### src/rtl/sep_pkg.sv
// Constants and types shared by the serial EEPROM page writer.
package sep_pkg;
	// =========================================================
	// Timing
	localparam int CLK_NS = 8;
	localparam int SCK_MAX_KHZ = 5000;
	localparam int SCK_HALF = (500000 / SCK_MAX_KHZ + CLK_NS) / CLK_NS;
	localparam int TWC_US = 10000;
	localparam int TWC_CYC = TWC_US * 1000 / CLK_NS;
	localparam int HOLD_CYC = 64;
	// =========================================================
	// Registers and fields
	localparam logic [7:0] REG_CTRL = 8'h00;
	localparam logic [7:0] REG_STAT = 8'h04;
	localparam int CB_BIOSEN = 0;
	localparam int CB_ROMEN = 1;
	localparam int CB_MAP = 2;
	localparam int CB_WT = 3;
	localparam int CB_NORETRY = 4;
	localparam int SB_BIG = 0;
	localparam int SB_BUSY = 1;
	localparam int SB_TWC = 2;
	localparam int SB_CNT = 4;
	// =========================================================
	// Serial commands and page geometry
	localparam logic [7:0] OP_WREN = 8'h06;
	localparam logic [7:0] OP_WRITE = 8'h02;
	localparam logic [7:0] OP_READ = 8'h03;
	localparam logic [4:0] PG_SMALL = 5'h03;
	localparam logic [4:0] PG_BIG = 5'h1f;
	localparam logic [15:0] DW_STEP = 16'h0004;
	localparam logic [3:0] BE_ALL = 4'hf;
	localparam logic [1:0] ACC_DEPTH = 2'h2;
	// =========================================================
	// Types
	typedef struct packed {
		logic we;
		logic [15:0] addr;
		logic [3:0] be;
		logic [31:0] data;
	} sep_req_s;
	typedef enum logic [3:0] {
		S_IDLE, S_WREN, S_GAP, S_CMD, S_AHI, S_ALO, S_DATA, S_END, S_TWC
	} sep_st_e;
endpackage

### src/rtl/sep_page_writer.sv
// Serial EEPROM access engine with a two-dword write accumulator.
`timescale 1ns/100ps
module sep_page_writer #(
	parameter int TWC_CYCLES = sep_pkg::TWC_CYC
) (
	input wire logic clk_sys,
	input wire logic resetn,
	input wire logic [7:0] reg_addr,
	input wire logic [31:0] reg_wdata,
	input wire logic reg_wr,
	input wire logic reg_rd,
	output logic [31:0] reg_rdata,
	input wire logic host_req,
	input wire sep_pkg::sep_req_s host_acc,
	output logic host_ready,
	output logic host_retry,
	output logic host_denied,
	output logic host_rvalid,
	output logic [31:0] host_rdata,
	input wire logic biosboot_strap,
	output logic eeprom_sck,
	output logic eeprom_cs_n,
	output logic eeprom_mosi,
	input wire logic eeprom_miso
);
	// =========================================================
	// Decoding helpers
	function automatic logic [1:0] first_lane(input logic [3:0] m);
		first_lane = 2'h0;
		for (int i = 3; i >= 0; i--)
			if (m[i])
				first_lane = 2'(i);
	endfunction

	function automatic logic at_edge(input logic [15:0] a, input logic big);
		logic [4:0] m;
		m = big ? sep_pkg::PG_BIG : sep_pkg::PG_SMALL;
		at_edge = (a[6:2] & m) == m;
	endfunction

	// =========================================================
	// State
	logic strap_s1_q, strap_s2_q, miso_s1_q, miso_s2_q;
	logic [1:0] cap_q;
	logic biosen_q, romen_q, map_q, wt_q, noretry_q, big_q;
	sep_pkg::sep_req_s fifo_q [2];
	logic [1:0] cnt_q;
	sep_pkg::sep_st_e st_q, st_d;
	logic page_q, wr_q, ld_q, sck_q, cs_n_q;
	logic [1:0] lane_q;
	logic [3:0] sent_q, div_q;
	logic [2:0] bitc_q;
	logic [7:0] sh_q, rx_q, tx;
	logic [15:0] addr_q;
	logic [31:0] rdata_q, reg_rdata_q, ctrl_w, stat_w;
	logic [20:0] twc_q;
	logic [6:0] hold_q;
	logic retry_q, denied_q, rvalid_q;
	sep_pkg::sep_req_s h, n;

	// =========================================================
	// Host side decode
	wire acc_en = biosen_q && romen_q && map_q;
	wire acc_ok = acc_en && (!host_acc.we || wt_q);
	assign host_ready = cnt_q != sep_pkg::ACC_DEPTH;
	wire push = host_req && host_ready && acc_ok;
	assign h = fifo_q[0];
	assign n = fifo_q[1];
	wire [3:0] rem = h.be & ~sent_q;
	wire [1:0] first = first_lane(rem);
	wire consec = n.we && n.be == sep_pkg::BE_ALL && n.addr == h.addr + sep_pkg::DW_STEP;
	wire full_acc = cnt_q == sep_pkg::ACC_DEPTH;
	wire page_ok = full_acc && h.we && h.be == sep_pkg::BE_ALL && consec;
	wire edge_dw = at_edge(h.addr, big_q);
	wire cont = page_q && !edge_dw && full_acc && consec;
	wire hold_done = hold_q == 7'(sep_pkg::HOLD_CYC);
	wire go = !h.we || h.be != sep_pkg::BE_ALL || full_acc || hold_done;

	// =========================================================
	// Serial engine decode
	wire tick = div_q == 4'(sep_pkg::SCK_HALF - 1);
	wire sending = st_q == sep_pkg::S_WREN || st_q == sep_pkg::S_CMD || st_q == sep_pkg::S_AHI
		|| st_q == sep_pkg::S_ALO || st_q == sep_pkg::S_DATA;
	wire byte_done = ld_q && tick && sck_q && bitc_q == 3'h7;
	wire [3:0] rem_nx = rem & ~(4'h1 << lane_q);
	wire run_on = lane_q != 2'h3 && rem_nx[lane_q + 2'h1];
	wire data_end = st_q == sep_pkg::S_DATA && byte_done && rem_nx == 4'h0;
	wire idle_skip = st_q == sep_pkg::S_IDLE && cnt_q != 2'h0 && rem == 4'h0;
	wire pop = idle_skip || data_end;
	wire start = st_q == sep_pkg::S_IDLE && cnt_q != 2'h0 && rem != 4'h0 && go;
	wire twc_done = twc_q == 21'(TWC_CYCLES - 1);

	always_comb
	begin
		case (st_q)
			sep_pkg::S_WREN: tx = sep_pkg::OP_WREN;
			sep_pkg::S_CMD: tx = wr_q ? sep_pkg::OP_WRITE : sep_pkg::OP_READ;
			sep_pkg::S_AHI: tx = addr_q[15:8];
			sep_pkg::S_ALO: tx = addr_q[7:0];
			sep_pkg::S_DATA: tx = wr_q ? h.data[{lane_q, 3'h0} +: 8] : 8'h00;
			default: tx = 8'h00;
		endcase
	end

	always_comb
	begin
		st_d = st_q;
		case (st_q)
			sep_pkg::S_IDLE:
				if (start)
					st_d = h.we ? sep_pkg::S_WREN : sep_pkg::S_CMD;
			sep_pkg::S_WREN:
				if (byte_done)
					st_d = sep_pkg::S_GAP;
			sep_pkg::S_GAP:
				if (tick)
					st_d = sep_pkg::S_CMD;
			sep_pkg::S_CMD:
				if (byte_done)
					st_d = big_q ? sep_pkg::S_AHI : sep_pkg::S_ALO;
			sep_pkg::S_AHI:
				if (byte_done)
					st_d = sep_pkg::S_ALO;
			sep_pkg::S_ALO:
				if (byte_done)
					st_d = sep_pkg::S_DATA;
			sep_pkg::S_DATA:
				if (byte_done && !run_on && !(data_end && cont))
					st_d = sep_pkg::S_END;
			sep_pkg::S_END:
				if (tick)
					st_d = wr_q ? sep_pkg::S_TWC : sep_pkg::S_IDLE;
			sep_pkg::S_TWC:
				if (twc_done)
					st_d = sep_pkg::S_IDLE;
			default: st_d = sep_pkg::S_IDLE;
		endcase
	end

	// =========================================================
	// Register view
	always_comb
	begin
		ctrl_w = 32'h0;
		ctrl_w[sep_pkg::CB_BIOSEN] = biosen_q;
		ctrl_w[sep_pkg::CB_ROMEN] = romen_q;
		ctrl_w[sep_pkg::CB_MAP] = map_q;
		ctrl_w[sep_pkg::CB_WT] = wt_q;
		ctrl_w[sep_pkg::CB_NORETRY] = noretry_q;
		stat_w = 32'h0;
		stat_w[sep_pkg::SB_BIG] = big_q;
		stat_w[sep_pkg::SB_BUSY] = st_q != sep_pkg::S_IDLE;
		stat_w[sep_pkg::SB_TWC] = st_q == sep_pkg::S_TWC;
		stat_w[sep_pkg::SB_CNT +: 2] = cnt_q;
	end
	wire [31:0] rd_mux = reg_addr == sep_pkg::REG_CTRL ? ctrl_w
		: reg_addr == sep_pkg::REG_STAT ? stat_w : 32'h0;
	wire ctrl_wr = reg_wr && reg_addr == sep_pkg::REG_CTRL;

	always_ff @(posedge clk_sys or negedge resetn)
	begin
		if (!resetn)
		begin
			strap_s1_q <= 1'b0;
			strap_s2_q <= 1'b0;
			miso_s1_q <= 1'b0;
			miso_s2_q <= 1'b0;
			cap_q <= 2'h0;
			reg_rdata_q <= 32'h0;
		end
		else
		begin
			strap_s1_q <= biosboot_strap;
			strap_s2_q <= strap_s1_q;
			miso_s1_q <= eeprom_miso;
			miso_s2_q <= miso_s1_q;
			cap_q <= cap_q + {1'b0, cap_q != 2'h3};
			reg_rdata_q <= reg_rd ? rd_mux : 32'h0;
		end
	end

	// The size strap is caught once the synchroniser has settled.
	always_ff @(posedge clk_sys or negedge resetn)
	begin
		if (!resetn)
		begin
			{biosen_q, romen_q, map_q, wt_q, noretry_q, big_q} <= 6'h00;
		end
		else if (cap_q == 2'h2)
		begin
			biosen_q <= strap_s2_q;
			big_q <= strap_s2_q;
		end
		else if (ctrl_wr)
		begin
			biosen_q <= reg_wdata[sep_pkg::CB_BIOSEN];
			romen_q <= reg_wdata[sep_pkg::CB_ROMEN];
			map_q <= reg_wdata[sep_pkg::CB_MAP];
			wt_q <= reg_wdata[sep_pkg::CB_WT];
			noretry_q <= reg_wdata[sep_pkg::CB_NORETRY];
		end
	end

	// =========================================================
	// Accumulator; a lone full-dword write waits briefly for a partner.
	always_ff @(posedge clk_sys or negedge resetn)
	begin
		if (!resetn)
		begin
			fifo_q[0] <= '0;
			fifo_q[1] <= '0;
			cnt_q <= 2'h0;
			hold_q <= 7'h00;
			retry_q <= 1'b0;
			denied_q <= 1'b0;
		end
		else
		begin
			if (pop)
				fifo_q[0] <= (push && cnt_q == 2'h1) ? host_acc : fifo_q[1];
			else if (push)
				fifo_q[cnt_q[0]] <= host_acc;
			cnt_q <= cnt_q + {1'b0, push} - {1'b0, pop};
			hold_q <= (st_q == sep_pkg::S_IDLE && cnt_q == 2'h1) ? hold_q + {6'h00, !hold_done} : 7'h00;
			retry_q <= host_req && !host_ready && acc_ok && !noretry_q;
			denied_q <= host_req && !acc_ok;
		end
	end

	// =========================================================
	// Transfer sequencing
	always_ff @(posedge clk_sys or negedge resetn)
	begin
		if (!resetn)
		begin
			st_q <= sep_pkg::S_IDLE;
			page_q <= 1'b0;
			wr_q <= 1'b0;
			lane_q <= 2'h0;
			addr_q <= 16'h0000;
			sent_q <= 4'h0;
			rdata_q <= 32'h0;
			rvalid_q <= 1'b0;
			twc_q <= 21'h0;
		end
		else
		begin
			st_q <= st_d;
			rvalid_q <= pop && !h.we;
			twc_q <= st_q == sep_pkg::S_TWC ? twc_q + 21'h1 : 21'h0;
			if (pop)
				sent_q <= 4'h0;
			else if (st_q == sep_pkg::S_DATA && byte_done)
				sent_q <= sent_q | (4'h1 << lane_q);
			if (start)
			begin
				page_q <= page_ok;
				wr_q <= h.we;
				lane_q <= first;
				addr_q <= {h.addr[15:2], first};
				if (sent_q == 4'h0)
					rdata_q <= 32'h0;
			end
			else if (st_q == sep_pkg::S_DATA && byte_done)
			begin
				lane_q <= run_on ? lane_q + 2'h1 : 2'h0;
				if (!wr_q)
					rdata_q[{lane_q, 3'h0} +: 8] <= rx_q;
			end
			else if (st_q == sep_pkg::S_END)
				page_q <= 1'b0;
		end
	end

	// =========================================================
	// Serial shifter, mode 0: data moves on the falling edge.
	always_ff @(posedge clk_sys or negedge resetn)
	begin
		if (!resetn)
		begin
			ld_q <= 1'b0;
			sck_q <= 1'b0;
			cs_n_q <= 1'b1;
			bitc_q <= 3'h0;
			sh_q <= 8'h00;
			rx_q <= 8'h00;
			div_q <= 4'h0;
		end
		else
		begin
			cs_n_q <= !sending;
			div_q <= (tick || (sending && !ld_q)) ? 4'h0 : div_q + 4'h1;
			if (sending && !ld_q)
			begin
				ld_q <= 1'b1;
				sh_q <= tx;
				bitc_q <= 3'h0;
			end
			else if (ld_q && tick && !sck_q)
			begin
				sck_q <= 1'b1;
				rx_q <= {rx_q[6:0], miso_s2_q};
			end
			else if (ld_q && tick)
			begin
				sck_q <= 1'b0;
				ld_q <= bitc_q != 3'h7;
				sh_q <= {sh_q[6:0], 1'b0};
				bitc_q <= bitc_q + 3'h1;
			end
		end
	end

	assign reg_rdata = reg_rdata_q;
	assign host_retry = retry_q;
	assign host_denied = denied_q;
	assign host_rvalid = rvalid_q;
	assign host_rdata = rdata_q;
	assign eeprom_sck = sck_q;
	assign eeprom_cs_n = cs_n_q;
	assign eeprom_mosi = sh_q[7];
endmodule

### config.mk
export PLATFORM = sky130hd
export DESIGN_NAME = sep_page_writer
export DESIGN_NICKNAME = d
export VERILOG_FILES = /design/src/rtl/sep_pkg.sv /design/src/rtl/sep_page_writer.sv
export SDC_FILE = /design/constraint.sdc
export NUM_CORES = 1
export LEC_CHECK = 0
export ABC_AREA = 1
export BUFFER_PORTS_ARGS = -buffer_cell sky130_fd_sc_hd__buf_2
export CAP_MARGIN = 20
export CORE_UTILIZATION = 25
export CTS_BUF_LIST = sky130_fd_sc_hd__clkbuf_8 sky130_fd_sc_hd__clkbuf_16
export DETAILED_ROUTE_END_ITERATION = 8
export HOLD_SLACK_MARGIN = 0.08
export PLACE_DENSITY_LB_ADDON = 0.05
export SYNTH_ARGS = -nofsm -noshare
export SYNTH_HDL_FRONTEND = slang
export SYNTH_SLANG_ARGS = --single-unit
### constraint.sdc
create_clock -name clk_sys -period 3.85 [get_ports clk_sys]
set_clock_uncertainty 0.2 [all_clocks]
set_input_delay 0.5775 -clock clk_sys [delete_from_list [all_inputs] [get_ports clk_sys]]
set_output_delay 0.5775 -clock clk_sys [all_outputs]
set_load 0.05 [all_outputs]
==> qor.yml, run 1 <==
global_routing:
  overflow: 0
  antenna_found_initial: 0
  grt_usage_pct: 15.0
  grt_pass1_wl_mm: 62.6
  first_global_vias: 11000
  grt_max_degree: 112
clock_tree:
  clk_latency_ns: 0.53
  post_cts_buffers: 0
  cts.sinks: 243
  cts.repair.resized: 0
  cts-root-buf: "clkbuf_16"
  cts_tree: "built"
  clk_pin_slew_ns: 0.05
  cts_max_level: 2
  clk_path_buf_depth: 3
  cts_hold_buf: 8
  numCtsBuffers: 34
synthesis:
  ys_ff_latch: 243
  synth_compound_area_share_pct: 14.1
  synthMuxAreaShare_pct: 0
  syn_area_um2: 13000
  syn-mean-instance-area_um2: 7.59
  synth_cell_types: 50
  synth_adder_area_share_pct: 2.01
  seq_area_frac_synth_pct: 46.6
  yosys_warnings: 0
  yosys.area_share.simple_pct: 26.4
  synth-xor-area-share_pct: 1.07
  synth_top_family_by_area: "simple AND/OR/NAND/NOR gates"
  syn_inst: 1718
  synth_area_leaders: "dfrtp_1, nand2_1, o21ai_0, inv_1, nand3_1"
  synth_top_area_share_pct: 46.4
  yosysTopAreaCell: "dfrtp_1"
floorplan:
  initial_core_util_pct: 25.4
  die_w_um: 230
  die_y_um: 230
  dieArea_um2: 53100
  rows: 83
  core-area_um2: 51400
  io_pins: 171
layout:
  fin_cells: 2527
  final_nets: 1944
  fillCellCount: 5619
  final_cell_mix: "nand2_1, dfrtp_1, o21ai_0, inv_1, buf_2"
  finalCoreUtilization_pct: 30.1
  area_growth_pct: 18.7
  layout-drive-gt1-share_pct: 14.1
  antenna_cells: 0
  layout_commonest_cell: "nand2_1"
timing:
  relSlewSlack_pct: 39.2
  slew_violations: 0
  fin_ws_ns: 0.734
  fin_crit_ns: 3.12
  setup_viol: 0
  worst_pin_slew_ns: 0.912
  finalCritPeriodShare_pct: 80.9
  finalHoldViolations: 0
  setup_tns_ns: 0
  rsz0062_at_grt: "false"
  fmax_mhz: 321
detailed_routing:
  num_vias: 11100
  drt_iter0_markers: 596
  via_per_inst: 4.40
  drt-total-wl_mm: 38.9
  drt_first_pass_iters: 5
  ant_nets: 0
  route.detailed.drc: 0
  wire_per_inst_um: 15.4
power_and_ir_drop:
  total_power_uw: 7370
  p_per_area_nw_per_um2: 476
  p_leak_uw: 0.00720
  ir_drop_uv: 376
placed_design:
  port_buffers: 117
  post-place-cells: 2459
  dp_hpwl_mm: 26.5
  place.gp.congestion: 0.785
  dp_slack_ns: 0.728
critical_path:
  start_kind: "flip-flop"
  crit_type: "reg2reg"
  cp-end-kind: "flip-flop"
  rr_worst_depth: 15
  arrival_ns: 3.37
  path_max_fanout: 20
  cp.required_ns: 4.10
hold_path:
  hp-class: "in2reg"
  hold_depth: 3
status:
  status: "completed"
job:
  cap_violations: 0
## kinds of logic after synthesis
family                   Yosys count
other                              1
flip-flops                       243
XOR/XNOR                          16
buffers and inverters            288
AND/OR/NAND/NOR                  814
adder cells (fa/ha/maj)           21
AO/OA/AOI/OAI                    335
## final timing paths
| path | to | start | slack (ns) |
|---|---|---|---|
| max reg2reg | fifo_q[95] | lane_q[1] | 0.73 |
| min in group asynchronous | twc_q[0] | resetn | 0.51 |
| min reg2reg | strap_s2_q | strap_s1_q | 0.15 |
| max in group asynchronous | eeprom_cs_n | resetn | 2.11 |
| max | fifo_q[95] | lane_q[1] | 0.73 |
| min | fifo_q[45] | host_acc[45] | 0.12 |
## metal layers
metal | GRT usage (%) | vias to the layer above | part of all wire, %
met1 | 21.6 | 5177 | 51
li1 | - | 5720 | -
met5 | 0 | - | 0
met4 | 4.26 | 0 | 1.9
met2 | 22.9 | 170 | 43
met3 | 2.38 | 48 | 3.9
## worst max-delay path, cell delays in order (launching register included)
cell,delay [ns]
dfrtp_1,0.37
inv_1,0.12
ha_1,0.40
inv_1,0.15
nand2_1,0.10
nand2_1,0.05
nor2_1,0.14
nand3_2,0.18
nand2_4,0.13
inv_2,0.06
ha_1,0.19
a31o_2,0.23
clkinv_2,0.24
buf_4,0.28
nand2_1,0.10
o21ai_0,0.08
## cell type report
cell class,instances,area [um2],area share [%]
Tap cell,680,851,5.50
Timing Repair Buffer,148,936,6.04
Clock buffer,46,1050,6.78
Multi-Input combinational cell,1212,5810,37.5
Inverter,184,693,4.48
Sequential cell,243,6080,39.3
Clock inverter,14,63.8,0.412
## synth_stat cells (all sizes together)
cell type,number
a211oi,2
a21oi,37
a31o,1
a31oi,5
and3,2
buf,59
clkbuf,45
clkinv,3
conb,1
dfrtp,242
dfstp,1
ha,21
inv,181
nand2,533
nand3,110
nand3b,1
nand4,15
nor2,101
nor3,13
nor3b,3
nor4,12
o2111ai,2
o211ai,3
o21ai,262
o21bai,4
o221a,1
o221ai,6
o41ai,12
or2,23
or4,1
xnor2,9
xor2,7
## registers in the layout (all words and copies together) (netlist names), 2 cells and up
register    count
fifo_q        106
host_rdata     32
twc_q          21
addr_q         16
rx_q            8
sh_q            8
hold_q          7
reg_rdata       6
div_q           4
sent_q          4
st_q            4
bitc_q          3
cap_q           2
cnt_q           2
lane_q          2
## power by group
group | switching [uW] | internal (uW)
clock | 1210 | 1900
combinational | 1140 | 351
sequential | 104 | 2670
## through the flow
| stage | hold slack, ns | instance area [um2] |
|---|---|---|
| 5_1_grt | 0.114 | 15500 |
| 2_1_floorplan | 0.0819 | 13100 |
| 3_3_place_gp | 0.132 | 14300 |
| 4_1_cts | 0.0826 | 15500 |
| 3_5_place_dp | 0.136 | 14300 |
| 6_report | 0.121 | 15500 |
(Power assumes the default switching activity.)
==> run 2: changes to the inputs <==
- clock period: 3.85 -> 2.7 ns (I/O delays scaled with it)
==> qor.yml, run 2 (synthesis gave the netlist of run 1 again) <==
status:
  status: "completed"
power_and_ir_drop:
  internal_power_uw: 7190  # +46%
  switchingPower_uw: 3560  # +46%
  share_seq_of_total_power_pct: 36.8  # -0.9 points
  p_comb_share_pct: 23.1  # +2.9 points
  pwr-share-clk_pct: 40.1  # -2.0 points
  swShare_pct: 33.1  # -0.10 points
  p_leak_uw: 0.00765  # +6.3%
  p_per_area_nw_per_um2: 654  # +37%
  ir_drop_uv: 305  # -19%
critical_path:
  arrival_ns: 2.82  # -0.55 ns
  path_max_fanout: 17  # -15%
  cp-end-kind: "flip-flop"
  crit_type: "in2reg"
  start_kind: "primary input"
  cp.required_ns: 2.95  # -1.15 ns
  rr_worst_depth: 15  # unchanged
  r2r-start: "div_q[0]"
  reg2reg_slack_ns: 0.14  # -0.59 ns
  r2r-end: "fifo_q[88]"
floorplan:
  rows: 83  # unchanged
  die_y_um: 230  # unchanged
  dieArea_um2: 53100  # unchanged
  core-area_um2: 51400  # unchanged
  die_w_um: 230  # unchanged
  io_pins: 171  # unchanged
  initial_core_util_pct: 25.4  # unchanged
clock_tree:
  cts_max_level: 2  # unchanged
  cts-root-buf: "clkbuf_16"
  clk_path_buf_depth: 3  # unchanged
  cts.sinks: 243  # unchanged
  clk_latency_ns: 0.54  # about the same
  numCtsBuffers: 34  # unchanged
  clk_pin_slew_ns: 0.05  # about the same
  cts_tree: "built"
detailed_routing:
  route.detailed.drc: 0  # unchanged
  ant_nets: 0  # unchanged
  drt_first_pass_iters: 5  # unchanged
  route.met2.wl_mm: 18.0  # +6.3%
  dr_wl_met3_mm: 1.22  # -19%
  routed.top_layer: "met5"
  wl_met1_mm: 20.5  # +3.9%
  num_vias: 11500  # +3.0%
  wire_per_inst_um: 15.4  # +0.46%
  drt-total-wl_mm: 40.5  # +4.1%
  via_per_inst: 4.37  # -0.60%
  drt_iter0_markers: 655  # +9.9%
layout:
  antenna_cells: 0  # unchanged
  finalCoreUtilization_pct: 32.0  # +1.9 points
  regMostFlops: "fifo_q"
  layout_commonest_cell: "nand2_1"
  layout-drive-gt1-share_pct: 15.4  # +1.3 points
  final_cell_mix: "nand2_1, dfrtp_1, o21ai_0, inv_1, buf_2"
  fillCellCount: 5572  # -0.84%
  seq_area_um2: 6080  # about the same
  final_nets: 2042  # +5.0%
  area_growth_pct: 26.1
  multiInputGateArea_um2: 5830  # +0.47%
  largest_reg_flops: 106  # unchanged
  fin_cells: 2619  # +3.6%
hold_path:
  hp-class: "in2reg"
  hold_depth: 5  # +2
  min_to: "noretry_q"
  min_from: "reg_wr"
timing:
  fmax_mhz: 390
  hold_ws_ns: 0.108  # -0.0123 ns
  setup_viol: 0  # unchanged
  slew_violations: 0  # unchanged
  setup_tns_ns: 0  # unchanged
  fin_ws_ns: 0.133  # -0.600 ns
  fin_crit_ns: 2.57
  worst_pin_slew_ns: 0.655  # -0.257 ns
  finalHoldViolations: 0  # unchanged
  relSlewSlack_pct: 56.4  # +17 points
  rsz0062_at_grt: "true"
  finalCritPeriodShare_pct: 95.1
global_routing:
  first_global_vias: 11300  # +2.5%
  grt_pass1_wl_mm: 64.1  # +2.4%
  antenna_found_initial: 1  # +1
  grt_max_degree: 73  # -35%
  grt_usage_pct: 15.3  # +0.38 points
  overflow: 0  # unchanged
placed_design:
  post-place-cells: 2496  # +1.5%
  dp_slack_ns: 0.107  # -0.620 ns
  place.gp.congestion: 0.759  # -3.3%
  port_buffers: 117  # unchanged
  dp_hpwl_mm: 28.3  # +6.7%
job:
  cap_violations: 0  # unchanged
-- run 2: repair_timing --
action,in CTS,in global routing
gates resized for setup,0,11
hold buffers,67,0
endpoints found under the setup margin,0,102
hold endpoints to repair,164,0
setup buffers,0,0
-- run 2: worst max-delay path by stage --
stage	from	end	cells past startpoint
2_1_floorplan	lane_q[0]	fifo_q[77]	18
3_3_place_gp	lane_q[1]	fifo_q[94]	15
3_5_place_dp	lane_q[0]	fifo_q[94]	15
4_1_cts	lane_q[0]	fifo_q[94]	15
5_1_grt	lane_q[0]	fifo_q[53]	13
6_report	host_acc[52]	fifo_q[88]	14
-- run 2: layout make-up --
type | count | share of cell area, %
Tap cell | 680 | 5.17
Clock inverter | 10 | 0.236
Multi-Input combinational cell | 1212 | 35.5
Clock buffer | 44 | 6.22
Timing Repair Buffer | 246 | 11.7
Inverter | 184 | 4.24
Sequential cell | 243 | 37.0
-- run 2: worst max-delay path, stage by stage --
cell	delay (ns)
dlygate4sd3_1	0.54
buf_2	0.15
inv_2	0.09
nor2_1	0.04
nor2_1	0.14
nand3_1	0.15
nor2_4	0.17
nand2_1	0.16
ha_1	0.22
a31o_2	0.25
inv_6	0.13
clkbuf_16	0.20
nand2_1	0.07
o21ai_0	0.08
-- run 2: routing by layer --
layer | GRT usage [%] | vias to the layer above
met2 | 23.6 | 154
met5 | 0 | -
met1 | 22.2 | 5346
met3 | 2.25 | 47
li1 | - | 5902
met4 | 4.45 | 2
-- run 2: power groups by stage --
stage	combinational, uW	sequential (uW)	clock (uW)
6_report	2480	3960	4320
2_1_floorplan	1470	4050	0
5_1_grt	2780	3980	4640
3_5_place_dp	2340	4020	0
3_3_place_gp	2350	4030	0
4_1_cts	2420	3960	4540
-- run 2: stage by stage --
stage	total power (uW)	cell area, um2
after floorplan	5510	13200
after global placement	6370	14600
after detailed placement	6360	14600
after CTS	10900	16400
after global routing	11400	16400
final	10800	16400
==> run 3: changes to the inputs <==
- CORE_MARGIN: default -> 1.5
- CTS_CLUSTER_DIAMETER: default -> 40
- REMOVE_ABC_BUFFERS: default -> 1
==> qor.yml, run 3 (synthesis gave the netlist of run 1 again) <==
detailed_routing:
  via_per_inst: 4.36  # -0.29%
  drt-total-wl_mm: 42.0  # +3.8%
  num_vias: 11800  # +3.2%
  drt_first_pass_iters: 5  # unchanged
  ant_nets: 0  # unchanged
  wire_per_inst_um: 15.5  # +0.26%
  route.detailed.drc: 0  # unchanged
  drt_iter0_markers: 551  # -16%
layout:
  layout-drive-gt1-share_pct: 19.1  # +3.7 points
  area_growth_pct: 39.1
  fin_cells: 2712  # +3.6%
  fillCellCount: 5503  # -1.2%
  regMostFlops: "fifo_q"
  final_cell_mix: "nand2_1, dfrtp_1, o21ai_0, inv_1, buf_2"
  final_nets: 2101  # +2.9%
  fin_area_um2: 18100  # +10%
  multiInputGateArea_um2: 5900  # +1.1%
  seq_area_um2: 6080  # about the same
  largest_reg_flops: 106  # unchanged
  antenna_cells: 0  # unchanged
  layout_commonest_cell: "nand2_1"
floorplan:
  io_pins: 171  # unchanged
  rows: 83  # unchanged
  dieArea_um2: 53500  # +0.87%
  initial_core_util_pct: 25.4  # unchanged
  die_y_um: 231  # +0.43%
  core-area_um2: 51400  # unchanged
  die_w_um: 231  # +0.43%
critical_path:
  cp-end-kind: "flip-flop"
  worst_path_largest_cell_delay_ns: 0.55  # about the same
  crit_type: "in2reg"
  crit_buf_inv: 4  # -1
  arrival_ns: 2.95  # +0.13 ns
  slowest_stage: "dlygate4sd3_1"
  path_cells: "dlygate4sd3_1 -> buf_2 -> nor4_4 -> nand2_1 -> nor2_4 -> nand2_1 -> dlygate4sd3_1 -> nand2_1 -> dlygate4sd3_1"
  path_max_fanout: 5  # -12
  critical_path.top_delay_family: "buffers and inverters"
  start_kind: "primary input"
  cp.required_ns: 3.04  # +0.09 ns
placed_design:
  port_buffers: 117  # unchanged
  dp_hpwl_mm: 27.6  # -2.3%
  post-place-cells: 2506  # +0.40%
  place_area_um2: 14700  # +0.68%
  place.gp.congestion: 0.774  # +1.9%
power_and_ir_drop:
  ir_drop_uv: 423  # +39%
  p_leak_uw: 0.00843  # +10%
  p_per_area_nw_per_um2: 810  # +24%
timing:
  finalCritPeriodShare_pct: 96.8  # +1.8 points
  worst_pin_slew_ns: 0.604  # -0.0511 ns
  relSlewSlack_pct: 59.6  # +3.3 points
  finalHoldViolations: 0  # unchanged
  slew_violations: 0  # unchanged
  setup_viol: 0  # unchanged
  fmax_mhz: 383  # -1.8%
  fin_crit_ns: 2.61  # +0.0477 ns
  setup_tns_ns: 0  # unchanged
  hold_ws_ns: 0.0744  # -0.0338 ns
global_routing:
  overflow: 0  # unchanged
  grt_pass1_wl_mm: 64.6  # +0.81%
  grt_max_degree: 65  # -11%
  grt_usage_pct: 15.2  # -0.11 points
  first_global_vias: 11800  # +4.5%
  antenna_found_initial: 0  # -1
clock_tree:
  clk_pin_slew_ns: 0.05  # about the same
  clk_path_buf_depth: 3  # unchanged
  clk_latency_ns: 0.61  # +0.07 ns
  cts_tree: "built"
  cts.sinks: 243  # unchanged
  cts_max_level: 2  # unchanged
  cts-root-buf: "clkbuf_16"
  numCtsBuffers: 60  # +76%
job:
  cap_violations: 0  # unchanged
hold_path:
  hp-class: "in2reg"
status:
  status: "completed"
## run 3: cell types whose count changed in the layout (fill, tap and decap cells not counted), moves of 7 or more
| cell | change |
|---|---|
| clkinv_2 | +8 |
| bufinv_16 | +14 |
| clkinvlp_4 | +10 |
| dlygate4sd3_1 | +11 |
| clkinv_4 | +7 |
| clkbuf_16 | +30 |
| buf_4 | +8 |
## run 3: area by class of cell
type	count	share of cell area (%)
clock inverter	45	3.52
timing repair buffer	278	12.8
multi-input combinational	1213	32.5
tap	680	4.69
clock buffer	69	9.08
sequential	243	33.5
inverter	184	3.84
## run 3: repair_timing
| item | CTS | global route |
|---|---|---|
| endpoints found under the setup margin | 0 | 121 |
| hold endpoints to repair | 338 | 0 |
| gates resized for setup | 0 | 22 |
| hold buffers | 79 | 0 |
| buffers inserted | 0 | 2 |
## run 3: final timing paths
path / startpoint / depth (start not counted) / slack, ns / endpoint
max: reg_addr[3] / 9 / 0.09 / map_q
min: reg_addr[0] / 4 / 0.07 / reg_rdata[5]
max reg2reg: lane_q[0] / 12 / 0.15 / fifo_q[105]
min reg2reg: strap_s1_q / 0 / 0.15 / strap_s2_q
max in group asynchronous: resetn / 3 / 1.37 / fifo_q[24]
min in group asynchronous: resetn / 2 / 0.17 / hold_q[3]
## run 3: power breakdown
group / internal (uW) / total [uW] / switching (uW)
clock network: 5680 / 8090 / 2410
registers: 3820 / 3970 / 150
logic: 868 / 2640 / 1770
## run 3: metrics by stage
stage,total power (uW),setup slack (ns),utilization (%)
3_3_place_gp,6450,0.0893,28.7
6_report,14700,0.0858,35.3
4_1_cts,14800,0.0191,34.6
3_5_place_dp,6450,0.0551,28.7
2_1_floorplan,5220,-2.47,-
5_1_grt,15400,-0.0248,35.3
## run 3: metal layers
metal / routed length (um) / track usage (%)
met1: 20400 / 20.5
met2: 19200 / 24.5
met3: 1440 / 2.65
met4: 910 / 5.31
met5: 0 / 0
## run 3: tightest hold or removal path, stage by stage
cell    delay (ns)
buf_2         0.07
or2_2         0.12
or4_1         0.18
nor2_1        0.06
